**src/hw/cgc_regs.vh**
```
// Register offsets, field positions, reset values and timing counts of the clock generation control.
// Assumes a 25 MHz pclk and byte addresses on a 32-bit APB bus.
`ifndef CGC_REGS_VH
`define CGC_REGS_VH

// Register byte offsets.
`define CGC_PLL_CONTROL_OFS 8'h00
`define CGC_CLOCK_OUTPUT_CONTROL_OFS 8'h04
`define CGC_SYS_CLOCK_CONTROL_OFS 8'h08
`define CGC_OSC_CONTROL_OFS 8'h0C
`define CGC_STATUS_OFS 8'h10

// Clock source codes, shared by the system source, clock output and module source fields.
`define CGC_SRC_LOW_SPEED_ONCHIP_OSC 3'h0
`define CGC_SRC_HIGH_SPEED_ONCHIP_OSC 3'h1
`define CGC_SRC_MAIN 3'h2
`define CGC_SRC_SUB 3'h3
`define CGC_SRC_PLL 3'h4
`define CGC_SRC_LAST 3'h4
`define CGC_OSC_INDEPENDENT_WATCHDOG 5
`define CGC_NUM_OSC 6

// pll_control fields.
`define CGC_PLL_DIV_LSB 0
`define CGC_PLL_DIV_MSB 1
`define CGC_PLL_MULT_LSB 8
`define CGC_PLL_MULT_MSB 13
`define CGC_PLL_MULT_MIN 6'h08
`define CGC_PLL_MULT_MAX 6'h0F
`define CGC_PLL_DIV_BY4 2'h2
`define CGC_PLL_DIV_RST 2'h0
`define CGC_PLL_MULT_RST 6'h0B

// clock_output_control fields.
`define CGC_CKO_SEL_LSB 8
`define CGC_CKO_SEL_MSB 11
`define CGC_CKO_EN_BIT 15
`define CGC_CKO_SEL_RST 4'h0

// sys_clock_control fields: source, then four division exponents (ratio is two to the power).
`define CGC_SYS_SRC_LSB 0
`define CGC_SYS_SRC_MSB 2
`define CGC_DIV_FIELD_LSB 4
`define CGC_DIV_FIELD_STEP 4
`define CGC_DIV_MAX 3'h6
`define CGC_SYS_SRC_RST 3'h0
`define CGC_DIV_RST 3'h0

// osc_control fields.
`define CGC_MAIN_DRIVE_BIT 0
`define CGC_SUB_DRIVE_BIT 1
`define CGC_HIZ_EN_BIT 2
`define CGC_REM_SRC_LSB 4
`define CGC_REM_SRC_MSB 6
`define CGC_LPT_SRC_LSB 8
`define CGC_LPT_SRC_MSB 10

// status fields.
`define CGC_STOP_FLAG_BIT 0
`define CGC_FALLBACK_BIT 1
`define CGC_CUR_SRC_LSB 2
`define CGC_CUR_SRC_MSB 4

// Oscillation stop detection: a main clock gap longer than this is a stop.
`define CGC_PCLK_PERIOD_NS 40
`define CGC_STOP_TIME_NS 4000
`define CGC_STOP_CYCLES (`CGC_STOP_TIME_NS / `CGC_PCLK_PERIOD_NS)

`endif

```
**src/hw/cgc_tick_mux.v**
```verilog
// Glitch-free selector for clock ticks: picks one of five source tick streams.
// Assumes one-cycle tick pulses on pclk and a select that software may change at any time.
`timescale 1ns/100ps
`include "cgc_regs.vh"

module cgc_tick_mux (
	// Clock and reset.
	input wire pclk,
	input wire presetn,
	// Sources and request.
	input wire [4:0] tick_in,
	input wire [2:0] sel_req,
	// Selected stream.
	output reg tick_out,
	output reg [2:0] cur_sel
);

	localparam ST_RUN = 2'b01;
	localparam ST_WAIT = 2'b10;

	reg [1:0] state_reg;

	// A changeover mutes the old stream and resumes only on a whole tick of the new one,
	// so downstream never sees a shortened period fused from two sources.
	always @(posedge pclk or negedge presetn) begin
		if (!presetn) begin
			state_reg <= ST_RUN;
			cur_sel <= `CGC_SRC_LOW_SPEED_ONCHIP_OSC;
			tick_out <= 1'b0;
		end else begin
			tick_out <= 1'b0;
			case (state_reg)
				ST_RUN: begin
					if (sel_req != cur_sel) begin
						state_reg <= ST_WAIT;
					end else begin
						tick_out <= tick_in[cur_sel];
					end
				end
				ST_WAIT: begin
					if (tick_in[sel_req]) begin
						cur_sel <= sel_req;
						state_reg <= ST_RUN;
					end
				end
				default: begin
					state_reg <= ST_RUN;
				end
			endcase
		end
	end

endmodule

```
**src/hw/cgc_top.v**
```verilog
// Clock generation control: source selection, dividers, PLL control, clock output and stop detection.
// Assumes oscillator outputs arrive as asynchronous levels and all consumers run on pclk with enables.
//
// Contract
// Core clock feeds core, transfer controller, memories.
// Converter uses its clock; others peripheral clock.
// Core, peripheral, converter clocks at most 32 MHz.
// Flash clock 1 to 32 MHz.
// Main stop forces low-speed source, timer high impedance.
// PLL takes main clock, divided 1, 2 or 4.
// Software keeps PLL input 4 to 8 MHz.
// Software keeps PLL output 24 to 32 MHz.
// PLL multiplier four to eight, half steps.
// Multiplier codes 001000 to 001111 only.
// Output pin source field, five legal codes.
// Calendar and watchdog get dedicated clocks.
// Remote receiver, low-power timer use selected oscillator.
// Accuracy monitor sees each oscillator undivided.
// External main clock input at most 20 MHz.
// Drive capacity selectable for main and sub oscillators.
// Fast on-chip 32 MHz, slow on-chip 4 MHz.
// Four independent division ratios.
// Main stop recorded in clearable status flag.
// Source changeover is glitch-free; the remote receiver and low-power timer sources switch without it.
`timescale 1ns/100ps
`include "cgc_regs.vh"

module cgc_top (
	// APB slave.
	input wire pclk,
	input wire presetn,
	input wire psel,
	input wire penable,
	input wire pwrite,
	input wire [7:0] paddr,
	input wire [31:0] pwdata,
	output reg [31:0] prdata,
	output reg pready,
	output reg pslverr,
	// Oscillator levels: low-speed, high-speed, main, sub, PLL, watchdog oscillator.
	input wire low_speed_onchip_osc,
	input wire high_speed_onchip_osc,
	input wire main_osc,
	input wire sub_osc,
	input wire pll_osc,
	input wire watchdog_osc,
	// PLL and oscillator control.
	output reg [5:0] pll_multiply_field,
	output reg pll_ref_clock_en,
	output reg main_drive_high,
	output reg sub_drive_high,
	// Clock enables to consumers.
	output reg core_system_clock_en,
	output reg peripheral_bus_clock_en,
	output reg converter_peripheral_clock_en,
	output reg flash_interface_clock_en,
	output reg calendar_sub_clock_en,
	output reg independent_watchdog_clock_en,
	output reg remote_receiver_clock_en,
	output reg low_power_timer_clock_en,
	output reg [5:0] accuracy_monitor_clock_en,
	// Pins and forced states.
	output reg clock_output_pin,
	output reg multifunction_timer_hiz
);

	wire [5:0] osc_raw;
	reg [5:0] sync1_reg;
	reg [5:0] sync2_reg;
	reg [5:0] last_reg;
	wire [5:0] osc_tick;

	reg [1:0] pll_div_reg;
	reg [5:0] pll_mult_reg;
	reg [3:0] cko_sel_reg;
	reg cko_en_reg;
	reg [2:0] sys_src_reg;
	reg [11:0] div_reg;
	reg main_drive_reg;
	reg sub_drive_reg;
	reg hiz_en_reg;
	reg [2:0] rem_src_reg;
	reg [2:0] lpt_src_reg;
	reg stop_flag_reg;
	reg [6:0] stop_cnt_reg;
	reg [1:0] ref_cnt_reg;

	wire [2:0] sys_src_eff;
	wire sys_tick;
	wire [2:0] sys_cur;
	wire cko_tick;
	wire [3:0] div_en;
	wire wr_en;
	wire rd_en;
	wire addr_ok;
	wire [5:0] wr_mult;
	wire [3:0] wr_cko;
	wire [1:0] ref_mask;
	reg [31:0] rd_data;

	assign osc_raw = {watchdog_osc, pll_osc, sub_osc, main_osc, high_speed_onchip_osc, low_speed_onchip_osc};

	// Each oscillator level is brought in through two flip-flops; only the second feeds the edge detector.
	genvar gi;
	generate
		for (gi = 0; gi < `CGC_NUM_OSC; gi = gi + 1) begin : g_sync
			always @(posedge pclk or negedge presetn) begin
				if (!presetn) begin
					sync1_reg[gi] <= 1'b0;
					sync2_reg[gi] <= 1'b0;
					last_reg[gi] <= 1'b0;
				end else begin
					sync1_reg[gi] <= osc_raw[gi];
					sync2_reg[gi] <= sync1_reg[gi];
					last_reg[gi] <= sync2_reg[gi];
				end
			end
			assign osc_tick[gi] = sync2_reg[gi] & ~last_reg[gi];
		end
	endgenerate

	// APB access takes one wait state; the write and the read data land at the edge where pready is seen.
	assign wr_en = psel & penable & pready & pwrite;
	assign rd_en = psel & penable & ~pready & ~pwrite;
	assign addr_ok = (paddr == `CGC_PLL_CONTROL_OFS) || (paddr == `CGC_CLOCK_OUTPUT_CONTROL_OFS) ||
		(paddr == `CGC_SYS_CLOCK_CONTROL_OFS) || (paddr == `CGC_OSC_CONTROL_OFS) || (paddr == `CGC_STATUS_OFS);
	assign wr_mult = pwdata[`CGC_PLL_MULT_MSB:`CGC_PLL_MULT_LSB];
	assign wr_cko = pwdata[`CGC_CKO_SEL_MSB:`CGC_CKO_SEL_LSB];

	always @(posedge pclk or negedge presetn) begin
		if (!presetn) begin
			pready <= 1'b0;
			pslverr <= 1'b0;
			prdata <= 32'h0000_0000;
		end else begin
			pready <= psel & penable & ~pready;
			pslverr <= psel & penable & ~pready & ~addr_ok;
			prdata <= rd_en ? rd_data : 32'h0000_0000;
		end
	end

	always @* begin
		rd_data = 32'h0000_0000;
		case (paddr)
			`CGC_PLL_CONTROL_OFS: begin
				rd_data[`CGC_PLL_DIV_MSB:`CGC_PLL_DIV_LSB] = pll_div_reg;
				rd_data[`CGC_PLL_MULT_MSB:`CGC_PLL_MULT_LSB] = pll_mult_reg;
			end
			`CGC_CLOCK_OUTPUT_CONTROL_OFS: begin
				rd_data[`CGC_CKO_SEL_MSB:`CGC_CKO_SEL_LSB] = cko_sel_reg;
				rd_data[`CGC_CKO_EN_BIT] = cko_en_reg;
			end
			`CGC_SYS_CLOCK_CONTROL_OFS: begin
				rd_data[`CGC_SYS_SRC_MSB:`CGC_SYS_SRC_LSB] = sys_src_reg;
				rd_data[`CGC_DIV_FIELD_LSB + 2:`CGC_DIV_FIELD_LSB] = div_reg[2:0];
				rd_data[`CGC_DIV_FIELD_LSB + 6:`CGC_DIV_FIELD_LSB + 4] = div_reg[5:3];
				rd_data[`CGC_DIV_FIELD_LSB + 10:`CGC_DIV_FIELD_LSB + 8] = div_reg[8:6];
				rd_data[`CGC_DIV_FIELD_LSB + 14:`CGC_DIV_FIELD_LSB + 12] = div_reg[11:9];
			end
			`CGC_OSC_CONTROL_OFS: begin
				rd_data[`CGC_MAIN_DRIVE_BIT] = main_drive_reg;
				rd_data[`CGC_SUB_DRIVE_BIT] = sub_drive_reg;
				rd_data[`CGC_HIZ_EN_BIT] = hiz_en_reg;
				rd_data[`CGC_REM_SRC_MSB:`CGC_REM_SRC_LSB] = rem_src_reg;
				rd_data[`CGC_LPT_SRC_MSB:`CGC_LPT_SRC_LSB] = lpt_src_reg;
			end
			`CGC_STATUS_OFS: begin
				rd_data[`CGC_STOP_FLAG_BIT] = stop_flag_reg;
				rd_data[`CGC_FALLBACK_BIT] = (sys_cur == `CGC_SRC_LOW_SPEED_ONCHIP_OSC) && stop_flag_reg;
				rd_data[`CGC_CUR_SRC_MSB:`CGC_CUR_SRC_LSB] = sys_cur;
			end
			default: begin
				rd_data = 32'h0000_0000;
			end
		endcase
	end

	// Control registers. Writes carrying a prohibited code leave that field unchanged.
	always @(posedge pclk or negedge presetn) begin
		if (!presetn) begin
			pll_div_reg <= `CGC_PLL_DIV_RST;
			pll_mult_reg <= `CGC_PLL_MULT_RST;
			cko_sel_reg <= `CGC_CKO_SEL_RST;
			cko_en_reg <= 1'b0;
			sys_src_reg <= `CGC_SYS_SRC_RST;
			div_reg <= {4{`CGC_DIV_RST}};
			main_drive_reg <= 1'b0;
			sub_drive_reg <= 1'b0;
			hiz_en_reg <= 1'b0;
			rem_src_reg <= `CGC_SRC_LOW_SPEED_ONCHIP_OSC;
			lpt_src_reg <= `CGC_SRC_LOW_SPEED_ONCHIP_OSC;
		end else if (wr_en) begin
			case (paddr)
				`CGC_PLL_CONTROL_OFS: begin
					if (pwdata[`CGC_PLL_DIV_MSB:`CGC_PLL_DIV_LSB] <= `CGC_PLL_DIV_BY4) begin
						pll_div_reg <= pwdata[`CGC_PLL_DIV_MSB:`CGC_PLL_DIV_LSB];
					end
					if (wr_mult >= `CGC_PLL_MULT_MIN && wr_mult <= `CGC_PLL_MULT_MAX) begin
						pll_mult_reg <= wr_mult; // see R09
					end
				end
				`CGC_CLOCK_OUTPUT_CONTROL_OFS: begin
					if (wr_cko <= {1'b0, `CGC_SRC_LAST}) begin
						cko_sel_reg <= wr_cko;
					end
					cko_en_reg <= pwdata[`CGC_CKO_EN_BIT];
				end
				`CGC_SYS_CLOCK_CONTROL_OFS: begin
					if (pwdata[`CGC_SYS_SRC_MSB:`CGC_SYS_SRC_LSB] <= `CGC_SRC_LAST) begin
						sys_src_reg <= pwdata[`CGC_SYS_SRC_MSB:`CGC_SYS_SRC_LSB];
					end
					if (pwdata[`CGC_DIV_FIELD_LSB + 2:`CGC_DIV_FIELD_LSB] <= `CGC_DIV_MAX) begin
						div_reg[2:0] <= pwdata[`CGC_DIV_FIELD_LSB + 2:`CGC_DIV_FIELD_LSB];
					end
					if (pwdata[`CGC_DIV_FIELD_LSB + 6:`CGC_DIV_FIELD_LSB + 4] <= `CGC_DIV_MAX) begin
						div_reg[5:3] <= pwdata[`CGC_DIV_FIELD_LSB + 6:`CGC_DIV_FIELD_LSB + 4];
					end
					if (pwdata[`CGC_DIV_FIELD_LSB + 10:`CGC_DIV_FIELD_LSB + 8] <= `CGC_DIV_MAX) begin
						div_reg[8:6] <= pwdata[`CGC_DIV_FIELD_LSB + 10:`CGC_DIV_FIELD_LSB + 8];
					end
					if (pwdata[`CGC_DIV_FIELD_LSB + 14:`CGC_DIV_FIELD_LSB + 12] <= `CGC_DIV_MAX) begin
						div_reg[11:9] <= pwdata[`CGC_DIV_FIELD_LSB + 14:`CGC_DIV_FIELD_LSB + 12];
					end
				end
				`CGC_OSC_CONTROL_OFS: begin
					main_drive_reg <= pwdata[`CGC_MAIN_DRIVE_BIT];
					sub_drive_reg <= pwdata[`CGC_SUB_DRIVE_BIT];
					hiz_en_reg <= pwdata[`CGC_HIZ_EN_BIT];
					if (pwdata[`CGC_REM_SRC_MSB:`CGC_REM_SRC_LSB] <= `CGC_SRC_LAST) begin
						rem_src_reg <= pwdata[`CGC_REM_SRC_MSB:`CGC_REM_SRC_LSB];
					end
					if (pwdata[`CGC_LPT_SRC_MSB:`CGC_LPT_SRC_LSB] <= `CGC_SRC_LAST) begin
						lpt_src_reg <= pwdata[`CGC_LPT_SRC_MSB:`CGC_LPT_SRC_LSB];
					end
				end
				default: begin
					pll_div_reg <= pll_div_reg;
				end
			endcase
		end
	end

	// Stop detection. The gap limit is several periods of the slowest legal main clock.
	// A new stop in the same cycle as a clear keeps the flag set.
	always @(posedge pclk or negedge presetn) begin
		if (!presetn) begin
			stop_cnt_reg <= 7'h00;
			stop_flag_reg <= 1'b0;
		end else begin
			if (osc_tick[`CGC_SRC_MAIN]) begin
				stop_cnt_reg <= 7'h00;
			end else if (stop_cnt_reg != `CGC_STOP_CYCLES) begin
				stop_cnt_reg <= stop_cnt_reg + 7'h01;
			end
			if (stop_cnt_reg == `CGC_STOP_CYCLES - 1 && !osc_tick[`CGC_SRC_MAIN]) begin
				stop_flag_reg <= 1'b1;
			end else if (wr_en && paddr == `CGC_STATUS_OFS && pwdata[`CGC_STOP_FLAG_BIT]) begin
				stop_flag_reg <= 1'b0;
			end
		end
	end

	// While the stop flag stands the system runs from the low-speed oscillator.
	assign sys_src_eff = stop_flag_reg ? `CGC_SRC_LOW_SPEED_ONCHIP_OSC : sys_src_reg;

	cgc_tick_mux u_sys_mux (
		.pclk(pclk),
		.presetn(presetn),
		.tick_in(osc_tick[4:0]),
		.sel_req(sys_src_eff),
		.tick_out(sys_tick),
		.cur_sel(sys_cur)
	);

	cgc_tick_mux u_cko_mux (
		.pclk(pclk),
		.presetn(presetn),
		.tick_in(osc_tick[4:0]),
		.sel_req(cko_sel_reg[2:0]),
		.tick_out(cko_tick),
		.cur_sel()
	);

	// Four dividers on the system tick: core, peripheral bus, converter, flash interface.
	// Ratios stay within the programmed limits only as software chooses them; nothing here checks rates.
	generate
		for (gi = 0; gi < 4; gi = gi + 1) begin : g_div
			reg [6:0] cnt_reg;
			wire [6:0] mask;
			assign mask = (7'h01 << div_reg[gi * 3 +: 3]) - 7'h01;
			always @(posedge pclk or negedge presetn) begin
				if (!presetn) begin
					cnt_reg <= 7'h00;
				end else if (sys_tick) begin
					cnt_reg <= (cnt_reg >= mask) ? 7'h00 : cnt_reg + 7'h01;
				end
			end
			assign div_en[gi] = sys_tick && (cnt_reg >= mask); // see R03
		end
	endgenerate

	// The PLL reference is the main clock only, divided by 1, 2 or 4.
	assign ref_mask = (pll_div_reg == 2'h0) ? 2'h0 : (pll_div_reg == 2'h1) ? 2'h1 : 2'h3;

	always @(posedge pclk or negedge presetn) begin
		if (!presetn) begin
			ref_cnt_reg <= 2'h0;
		end else if (osc_tick[`CGC_SRC_MAIN]) begin
			ref_cnt_reg <= (ref_cnt_reg >= ref_mask) ? 2'h0 : ref_cnt_reg + 2'h1;
		end
	end

	// Registered outputs.
	always @(posedge pclk or negedge presetn) begin
		if (!presetn) begin
			pll_multiply_field <= `CGC_PLL_MULT_RST;
			pll_ref_clock_en <= 1'b0;
			main_drive_high <= 1'b0;
			sub_drive_high <= 1'b0;
			core_system_clock_en <= 1'b0;
			peripheral_bus_clock_en <= 1'b0;
			converter_peripheral_clock_en <= 1'b0;
			flash_interface_clock_en <= 1'b0;
			calendar_sub_clock_en <= 1'b0;
			independent_watchdog_clock_en <= 1'b0;
			remote_receiver_clock_en <= 1'b0;
			low_power_timer_clock_en <= 1'b0;
			accuracy_monitor_clock_en <= 6'h00;
			clock_output_pin <= 1'b0;
			multifunction_timer_hiz <= 1'b0;
		end else begin
			pll_multiply_field <= pll_mult_reg;
			pll_ref_clock_en <= osc_tick[`CGC_SRC_MAIN] && (ref_cnt_reg >= ref_mask);
			main_drive_high <= main_drive_reg;
			sub_drive_high <= sub_drive_reg;
			core_system_clock_en <= div_en[0];
			peripheral_bus_clock_en <= div_en[1];
			converter_peripheral_clock_en <= div_en[2];
			flash_interface_clock_en <= div_en[3];
			calendar_sub_clock_en <= osc_tick[`CGC_SRC_SUB];
			independent_watchdog_clock_en <= osc_tick[`CGC_OSC_INDEPENDENT_WATCHDOG];
			remote_receiver_clock_en <= osc_tick[rem_src_reg];
			low_power_timer_clock_en <= osc_tick[lpt_src_reg];
			accuracy_monitor_clock_en <= osc_tick; // see R14
			if (!cko_en_reg) begin
				clock_output_pin <= 1'b0;
			end else if (cko_tick) begin
				clock_output_pin <= ~clock_output_pin; // see R11
			end
			multifunction_timer_hiz <= stop_flag_reg & hiz_en_reg;
		end
	end

endmodule

```
**config.mk**
```make
export PLATFORM = sky130hd
export DESIGN_NAME = cgc_top
export DESIGN_NICKNAME = d
export VERILOG_FILES = /design/src/hw/cgc_tick_mux.v /design/src/hw/cgc_top.v
export VERILOG_INCLUDE_DIRS = /design/src /design/src/hw
export SDC_FILE = /design/constraint.sdc
export NUM_CORES = 1
export LEC_CHECK = 0
export ABC_AREA = 1
export BUFFER_PORTS_ARGS = -buffer_cell sky130_fd_sc_hd__clkbuf_2
export CORE_MARGIN = 2
export CORE_UTILIZATION = 35
export DETAILED_ROUTE_END_ITERATION = 16
export GPL_TIMING_DRIVEN = 1
export SLEW_MARGIN = 40
export SYNTH_ARGS = -nofsm -noshare
export SYNTH_HDL_FRONTEND = slang
export SYNTH_SLANG_ARGS = --single-unit
export TNS_END_PERCENT = 10
```
**constraint.sdc**
```tcl
create_clock -name pclk -period 2.85 [get_ports pclk]
set_clock_uncertainty 0.05 [all_clocks]
set_input_delay 0.285 -clock pclk [delete_from_list [all_inputs] [get_ports pclk]]
set_output_delay 0.285 -clock pclk [all_outputs]
set_load 0.02 [all_outputs]
```
==> results of run 1 <==
## cell families (layout without fill, tap and decap cells)
family,after synthesis,after routing,synth area share [%]
and+or+nand+nor,405,405,24.15
adders and majority gates,40,40,6.598
xor gates and xnor gates,29,29,3.349
DFF,148,148,48.96
other,1,14,0.04944
buffers and inverters,133,234,7.670
AOI/OAI and AO/OA,126,126,9.221
## power groups by stage
stage,logic (uW),clock network (uW),registers [uW]
2_1_floorplan,305,0,2350
3_3_place_gp,470,0,2350
3_5_place_dp,480,0,2350
4_1_cts,494,2310,2310
5_1_grt,561,2400,2330
6_report,487,2250,2310
## routing by layer
metal | track usage [%] | vias to the layer above
met5 | 0 | -
met3 | 3.976 | 22
li1 | - | 3027
met1 | 22.38 | 2820
met4 | 5.561 | 0
met2 | 24.32 | 132
## layout make-up
cell class	count	area [um^2]	area share [%]
clock buffers	21	470.5	5.262
well taps	275	344.1	3.848
flip-flops and latches	148	3714	41.53
multi-input cells	614	3338	37.34
clock inverters	11	127.6	1.427
repair buffers	94	541.8	6.059
inverters	108	405.4	4.534
## cell usage after synthesis (2+ instances only)
cell type	count	area (um^2)
nor3_2	3	30.03
nand2_1	219	822.0
buf_4	17	127.6
inv_2	4	15.01
ha_1	40	500.5
nand3_1	55	275.3
nor2_1	74	277.8
clkbuf_1	3	11.26
xor2_1	19	166.4
dfstp_2	8	210.2
buf_2	3	15.01
o211ai_1	11	82.58
or2_2	2	12.51
o2111ai_1	2	17.52
dfrtp_1	140	3503
a31oi_1	2	12.51
nand2_2	3	18.77
nor3_1	12	60.06
o31ai_1	3	22.52
xnor2_1	10	87.58
o21ai_1	3	15.01
buf_6	2	22.52
o22ai_1	2	12.51
nand3b_1	2	15.01
nand4_1	15	93.84
nand2_4	4	45.04
o21ai_0	61	305.3
nor2_4	9	101.4
a21o_1	3	22.52
a21oi_1	36	180.2
inv_1	104	390.4
nor4_1	2	12.51
## path summary, 6_finish.rpt
path / start / end / cells past startpoint
worst max-delay path: div_reg[5] / g_div[1].cnt_reg[6] / 15
worst min-delay path: pwdata[14] / div_reg[8] / 3
worst max register to register: div_reg[5] / g_div[1].cnt_reg[6] / 15
worst min register to register: sync1_reg[3] / sync2_reg[3] / 0
max in group asynchronous: presetn / pll_mult_reg[0] / 3
min in group asynchronous: presetn / prdata[6] / 2
## through the flow
stage          power (uW)  instance area, um^2  hold slack [ps]  cells  util, %
2_1_floorplan        2656                 7634           -60.59    895        -
3_3_place_gp         2817                 8273            272.6   1232    39.11
3_5_place_dp         2830                 8273            276.0   1232    39.11
4_1_cts              5120                 8941            62.11   1271    42.27
5_1_grt              5287                 8941            76.71   1271    42.27
6_report             5055                 8941            78.18   1271    42.27
## critical path: cells and delay by family (launching register included)
kind / cells / cell delay [ps]
AO/OA/AOI/OAI: 1 / 80
buffers and inverters: 3 / 440
AND/OR/NAND/NOR: 9 / 800
flip-flops: 1 / 480
adder cells (fa/ha/maj): 2 / 500
## timing repair
action / CTS / global route
gates resized for setup: 0 / 2
setup buffers: 0 / 0
hold endpoints to repair: 67 / 0
setup endpoints to repair: 0 / 1
hold buffers: 7 / 0
==> impl_metrics.tcl, run 1 <==
set metrics [dict create \
    wirelength_um 17300 \
    hp-class "primary input to register" \
    drive_gt1_share_pct 15.86 \
    fin_ws_ps 369.6 \
    num_io_pins 110 \
    fillers 2082 \
    rsz0062_at_grt "false" \
    antenna_cells 0 \
    p_leak_uw 0.004578 \
    maxCapViolCount 0 \
    cts_max_path_buffers 2 \
    grt_first_pass_wirelength_um 28460 \
    grt.overflow.total 0 \
    max_freq_mhz 403.2 \
    antenna_found_initial 0 \
    routed-wl-met2_um 7708 \
    design.core.area_mm2 0.02115 \
    final_hold_viol_count 0 \
    yosys_warnings 0 \
    mostFrequentLayoutCell "nand2_1" \
    synth-seq-cells 148 \
    p_sw_uw 1309 \
    mappedNetlistArea_mm2 0.007585 \
    dp_hpwl_um 12810 \
    numCtsBuffers 17 \
    rows 53 \
    portBuffers 80 \
    clk-insertion-delay-late_ps 430 \
    required_ps 3110 \
    drt_iter0_markers 336 \
    fin_nets 1074 \
    grt_max_degree 67 \
    synth.distinct_cells 41 \
    relSlewSlack_pct 57.52 \
    synth.yosys.seq_area_share_pct 48.96 \
    pre_cts_slack_ps 295.6 \
    grt_pass1_vias 5711 \
    largest_register_ffs 28 \
    drt-wirelength-per-cell_um 13.61 \
    netlist_instances 882 \
    ant_nets 0 \
    finalSetupViolCount 0 \
    yosys_most_used_dff "dfrtp_1" \
    cts_tree "done" \
    slew_violations 0 \
    vdd_drop_max_v 0.0003608 \
    clock_tree.root_cell "clkbuf_16" \
    arrival_ps 2740 \
    seq_power_share_pct 45.8 \
    fin_crit_sh_pct 87.03 \
    status "finished, final reports clean" \
    wl_met3_um 863 \
    slowest_delay_ps 480 \
    drc 0 \
    initial_core_util_pct 35.85 \
    worstMarginPinSlew_ps 637.2 \
    p_int_uw 3746 \
    timing.setup.tns_ps 0 \
    crit_slowest_cell "dfrtp_1" \
    wl_met1_um 8452 \
    layout_common_cells "nand2_1 (219), dfrtp_1 (140), inv_1 (103)" \
    htree_levels 4 \
    cp-start-kind "register" \
    combPwrFrac_pct 9.6 \
    finalCriticalPeriod_ps 2480 \
    cp_common_cell "nand2_1" \
    grtUsageTotal_pct 16.05 \
    vias_per_cell 4.721 \
    cts_sinks 148 \
    die_w_um 151.2 \
    path_clk_slew_ps 60 \
    critPathMaxFanout 9 \
    die_h_um 151.2 \
    synthArstFlopShare_pct 100.0 \
    endpoint_kind "register" \
    highest_layer "met4" \
    die_area_mm2 0.02286 \
    num_vias 6001 \
    cp_cell_sequence "inv_1, nand2_1, ha_1, inv_1, o21ai_0, nand2_1, nand2_1, ha_1, nand2_1, nor2_1, nand4_1, nand3_1, nand2_1, inv_1, nor2_1" \
    synth_edf_count 0 \
    r2r_slack_ps 370 \
    clkPwrFrac_pct 44.6 \
    netSwitchingFraction_pct 25.90 \
    area_growth_pct 17.88 \
    syn_area_per_cell_um2 8.600 \
    critical_path_class "register to register" \
    pwr_density_cell_mw_per_mm2 565.4 \
    place_congestion 0.8552 \
    dr.pass1.iters 5 \
]
(Power assumes the default switching activity.)
==> run 2, diff against run 1 <==
--- a/config.mk
+++ b/config.mk
@@ -8,7 +8,7 @@
 export LEC_CHECK = 0
 export ABC_AREA = 1
 export BUFFER_PORTS_ARGS = -buffer_cell sky130_fd_sc_hd__clkbuf_2
-export CORE_MARGIN = 2
+export CORE_MARGIN = 5
 export CORE_UTILIZATION = 35
 export DETAILED_ROUTE_END_ITERATION = 16
 export GPL_TIMING_DRIVEN = 1
==> run 2 against run 1 <==
Critical path depth fell by 4; register-to-register slack got worse by 120 ps; cell count barely moved; clock-buffer cell count fell by 3; sequential share of layout area rose by 0.12 points; final area fell by 0.28%; sequential power barely moved; clock power fell by 4%; sequential cell count did not move; setup slack got worse by 120 ps; via count rose by 0.68%; critical endpoint is now g_div[2].cnt_reg[1]; largest cell class unchanged; highest routed layer unchanged.
==> impl_metrics.tcl, run 2 (synthesized netlist as in run 1, its figures left out) <==
set metrics [dict create \
    status "finished, final reports clean" \
    die_w_um 157.2 \
    grtUsageTotal_pct 14.36 \
    grt.overflow.total 0 \
    wl_met1_um 8228 \
    cp-start-kind "register" \
    pwr_density_cell_mw_per_mm2 555.7 \
    critPathMaxFanout 8 \
    largest_register_ffs 28 \
    crit_start "div_reg[8]" \
    rsz0062_at_grt "false" \
    finalSetupViolCount 0 \
    cp_cell_sequence "inv_1, nand2_1, ha_1, o21ai_0, a21oi_1, o22ai_1, ha_1, a21oi_1, o21a_1, nand3_1, o21ai_0" \
    mostFrequentLayoutCell "nand2_1" \
    max_freq_mhz 384.3 \
    multiInputGateArea_mm2 0.003338 \
    regToRegStartpoint "div_reg[8]" \
    dp_hpwl_um 13050 \
    drc 0 \
    endpoint_kind "register" \
    ant_nets 0 \
    maxCapViolCount 0 \
    fin_util_pct 42.15 \
    antenna_cells 0 \
    vias_per_cell 4.750 \
    design.core.area_mm2 0.02115 \
    area_growth_pct 17.55 \
    worst_r2r_endpoint "g_div[2].cnt_reg[1]" \
    numCtsBuffers 17 \
    fillers 2094 \
    hp-class "primary input to register" \
    critical_path_class "register to register" \
    place_area_mm2 0.008280 \
    initial_core_util_pct 35.85 \
    arrival_ps 2890 \
    cts_max_path_buffers 2 \
    grt_first_pass_wirelength_um 28210 \
    timing.hold.ws_ps 66.82 \
    layout_common_cells "nand2_1 (219), dfrtp_1 (140), inv_1 (104)" \
    cts_setup_buffers 0 \
    cts_tree "done" \
    final_hold_viol_count 0 \
    worst_r2r_path_depth 11 \
    cts_sinks 148 \
    rows 53 \
    htree_levels 4 \
    drt_iter0_markers 353 \
    worstMarginPinSlew_ps 645.6 \
    grt_pass1_vias 5637 \
    slowest_delay_ps 430 \
    vdd_drop_max_v 0.0003799 \
    wl_met3_um 952 \
    worstSetupEndpoint "g_div[2].cnt_reg[1]" \
    required_ps 3130 \
    place_congestion 0.8496 \
    highest_layer "met4" \
    path_clk_slew_ps 70 \
    fin_crit_sh_pct 91.30 \
    num_io_pins 110 \
    slew_violations 0 \
    timing.setup.tns_ps 0 \
    portBuffers 80 \
    wirelength_um 17300 \
    crit_slowest_cell "dfrtp_1" \
    die_area_mm2 0.02472 \
    fin_nets 1075 \
    drive_gt1_share_pct 15.95 \
    die_h_um 157.2 \
    grt_max_degree 66 \
    relSlewSlack_pct 56.96 \
    routed-wl-met2_um 7712 \
    num_vias 6042 \
    drt-wirelength-per-cell_um 13.60 \
    finalCriticalPeriod_ps 2602 \
    clk-insertion-delay-late_ps 430 \
    clock_tree.root_cell "clkbuf_16" \
    dr.pass1.iters 5 \
    r2r_slack_ps 250 \
    seqCellArea_mm2 0.003714 \
    fin_area_mm2 0.008916 \
    antenna_found_initial 0 \
    p_leak_uw 0.004577 \
]
-- run 2: cell type report --
cell class | count | area share, %
inverter | 108 | 4.547
clock inverter | 14 | 1.417
sequential | 148 | 41.65
tap | 275 | 3.859
timing repair buffer | 95 | 6.161
multi-input combinational | 614 | 37.44
clock buffer | 18 | 4.926
-- run 2: timing repair --
action,4_1_cts,5_1_grt
hold buffers,7,0
endpoints found under the hold margin,67,0
gates resized for setup,0,0
-- run 2: per-stage QoR --
step / worst slack, ps / total power [uW] / cells
4_1_cts: 259.7 / 5029 / 1272
3_3_place_gp: 357.7 / 2817 / 1233
3_5_place_dp: 308.9 / 2838 / 1233
2_1_floorplan: 663.4 / 2656 / 895
6_report: 248.0 / 4954 / 1272
5_1_grt: 57.24 / 5193 / 1272
-- run 2: worst min path at each step --
stage                      start                      endpoint  slack, ps  depth (start not counted)
CTS                    pwdata[9]                cko_sel_reg[1]         40                          3
finish                 pwdata[9]                cko_sel_reg[1]         70                          3
global route           pwdata[9]                cko_sel_reg[1]         70                          3
floorplan                presetn  accuracy_monitor_clock_en[0]        -60                          0
detailed placement  sync1_reg[3]                  sync2_reg[3]        290                          0
global placement    sync1_reg[5]                  sync2_reg[5]        280                          0
-- run 2: power by group --
group	internal (uW)	switching [uW]
registers	2220	97.3
logic	167	320
clock network	1230	922
-- run 2: worst max-delay path: cells and delay by family, from the launching register on --
family                   cells  cell delay, ps
adder cells (fa/ha/maj)      2             510
AO/OA/AOI/OAI                6             880
buffers and inverters        1             240
flip-flops                   1             430
AND/OR/NAND/NOR              2             390
-- run 2: metal layers --
metal | up-vias | global-route usage [%]
li1 | 3049 | -
met1 | 2813 | 20.18
met4 | 0 | 6.514
met2 | 156 | 21.47
met5 | - | 0
met3 | 24 | 2.805
==> run 3, diff against run 2 <==
--- a/config.mk
+++ b/config.mk
@@ -12,6 +12,7 @@
 export CORE_UTILIZATION = 35
 export DETAILED_ROUTE_END_ITERATION = 16
 export GPL_TIMING_DRIVEN = 1
+export MAX_ROUTING_LAYER = met4
 export SLEW_MARGIN = 40
 export SYNTH_ARGS = -nofsm -noshare
 export SYNTH_HDL_FRONTEND = slang
==> run 3 against run 2 <==
Utilization did not move; final area did not move; first-iteration DRC count rose by 9.6%; sequential power barely moved; worst hold slack improved by 2.2 ps; sequential cell count did not move; critical path type unchanged.
==> impl_metrics.tcl, run 3 (synthesized netlist as in run 1, its figures left out) <==
set metrics [dict create \
    status "finished, final reports clean" \
    clk-insertion-delay-late_ps 430 \
    hp-class "primary input to register" \
    fin_ws_ps 260.0 \
    drt-wirelength-per-cell_um 13.64 \
    dr.pass1.iters 5 \
    drc 0 \
    finalCriticalPeriod_ps 2590 \
    rsz0062_at_grt "false" \
    arrival_ps 2880 \
    rows 53 \
    crit_slowest_cell "dfrtp_1" \
    relSlewSlack_pct 56.82 \
    pwr_density_cell_mw_per_mm2 555.9 \
    maxCapViolCount 0 \
    critPathMaxFanout 8 \
    fin_area_mm2 0.008916 \
    area_growth_pct 17.55 \
    grtUsageTotal_pct 14.83 \
    cp_cell_sequence "inv_1, nand3_1, ha_1, o21ai_0, a21oi_1, o22ai_1, ha_1, a21oi_1, o21a_1, nand3_1, o21ai_0" \
    fin_crit_sh_pct 90.88 \
    largest_register_ffs 28 \
    timing.setup.tns_ps 0 \
    die_h_um 157.2 \
    wirelength_um 17350 \
    num_io_pins 110 \
    place_area_mm2 0.008280 \
    p_leak_uw 0.004577 \
    worstMarginPinSlew_ps 647.8 \
    initial_core_util_pct 35.85 \
    required_ps 3140 \
    die_w_um 157.2 \
    dp_hpwl_um 13050 \
    cp-start-kind "register" \
    vias_per_cell 4.749 \
    critical_path_class "register to register" \
    path_clk_slew_ps 60 \
    drt_iter0_markers 387 \
    drive_gt1_share_pct 15.95 \
    fin_nets 1075 \
    antenna_found_initial 0 \
    clock_tree.root_cell "clkbuf_16" \
    max_freq_mhz 386.1 \
    ant_nets 0 \
    design.core.area_mm2 0.02115 \
    vdd_drop_max_v 0.0003813 \
    cts_max_path_buffers 2 \
    endpoint_kind "register" \
    cts_setup_buffers 0 \
    antenna_cells 0 \
    grt.overflow.total 0 \
    finalSetupViolCount 0 \
    grt_max_degree 66 \
    place_congestion 0.8652 \
    pre_cts_slack_ps 308.9 \
    htree_levels 4 \
    slowest_delay_ps 430 \
    layout_common_cells "nand2_1 (219), dfrtp_1 (140), inv_1 (104)" \
    mostFrequentLayoutCell "nand2_1" \
    die_area_mm2 0.02472 \
    fin_util_pct 42.15 \
    numCtsBuffers 17 \
    grt_pass1_vias 5631 \
    fillers 2094 \
    portBuffers 80 \
    cts_tree "done" \
    final_hold_viol_count 0 \
    grt_first_pass_wirelength_um 28280 \
    cts_sinks 148 \
    num_vias 6041 \
    slew_violations 0 \
]
run 3: cell counts in the layout (fill, tap and decap cells not counted):
No cell type changed its count.
run 3: area by class of cell:
type / instances / area, um^2 / area share (%)
Clock inverter: 14 / 126.4 / 1.417
Sequential cell: 148 / 3714 / 41.65
Tap cell: 275 / 344.1 / 3.859
Timing Repair Buffer: 95 / 549.3 / 6.161
Inverter: 108 / 405.4 / 4.547
Multi-Input combinational cell: 614 / 3338 / 37.44
Clock buffer: 18 / 439.2 / 4.926
run 3: metrics by stage:
stage	power, uW	hold slack (ps)	std cells
floorplan	2656	-60.59	895
finish	4957	69.03	1272
global route	5200	63.35	1272
CTS	5029	43.21	1272
global placement	2817	282.0	1233
detailed placement	2838	285.6	1233
run 3: critical path, delay by kind of cell (launching register included):
family | cells | cell delay (ps)
compound gates | 6 | 880
flops | 1 | 430
buf+inv | 1 | 240
fa+ha+maj | 2 | 530
simple gates | 2 | 360
run 3: final timing paths:
| check | start | end | slack [ps] | depth (start not counted) |
|---|---|---|---|---|
| max in group asynchronous | presetn | u_sys_mux.state_reg[0] | 1600 | 3 |
| max | div_reg[8] | g_div[2].cnt_reg[1] | 260 | 11 |
| max reg2reg | div_reg[8] | g_div[2].cnt_reg[1] | 260 | 11 |
| min | pwdata[14] | div_reg[8] | 70 | 3 |
| min reg2reg | sync1_reg[2] | sync2_reg[2] | 300 | 0 |
| min in group asynchronous | presetn | converter_peripheral_clock_en | 380 | 2 |
run 3: power breakdown:
part           internal [uW]  switching (uW)  total [uW]
Combinational            167             320         487
Clock                   1230             924        2150
Sequential              2220            97.5        2310
Total                   3610            1340        4960
run 3: repair_timing:
action | CTS | global route
gates resized for setup | 0 | 0
hold endpoints to repair | 67 | 0
hold buffers | 7 | 0
run 3: per-layer routing:
layer  part of all wire, %  GRT usage, %
met2                    45         21.43
met1                    48         20.32
met3                   5.2         2.914
met5                     0             -
met4                   2.5         6.391
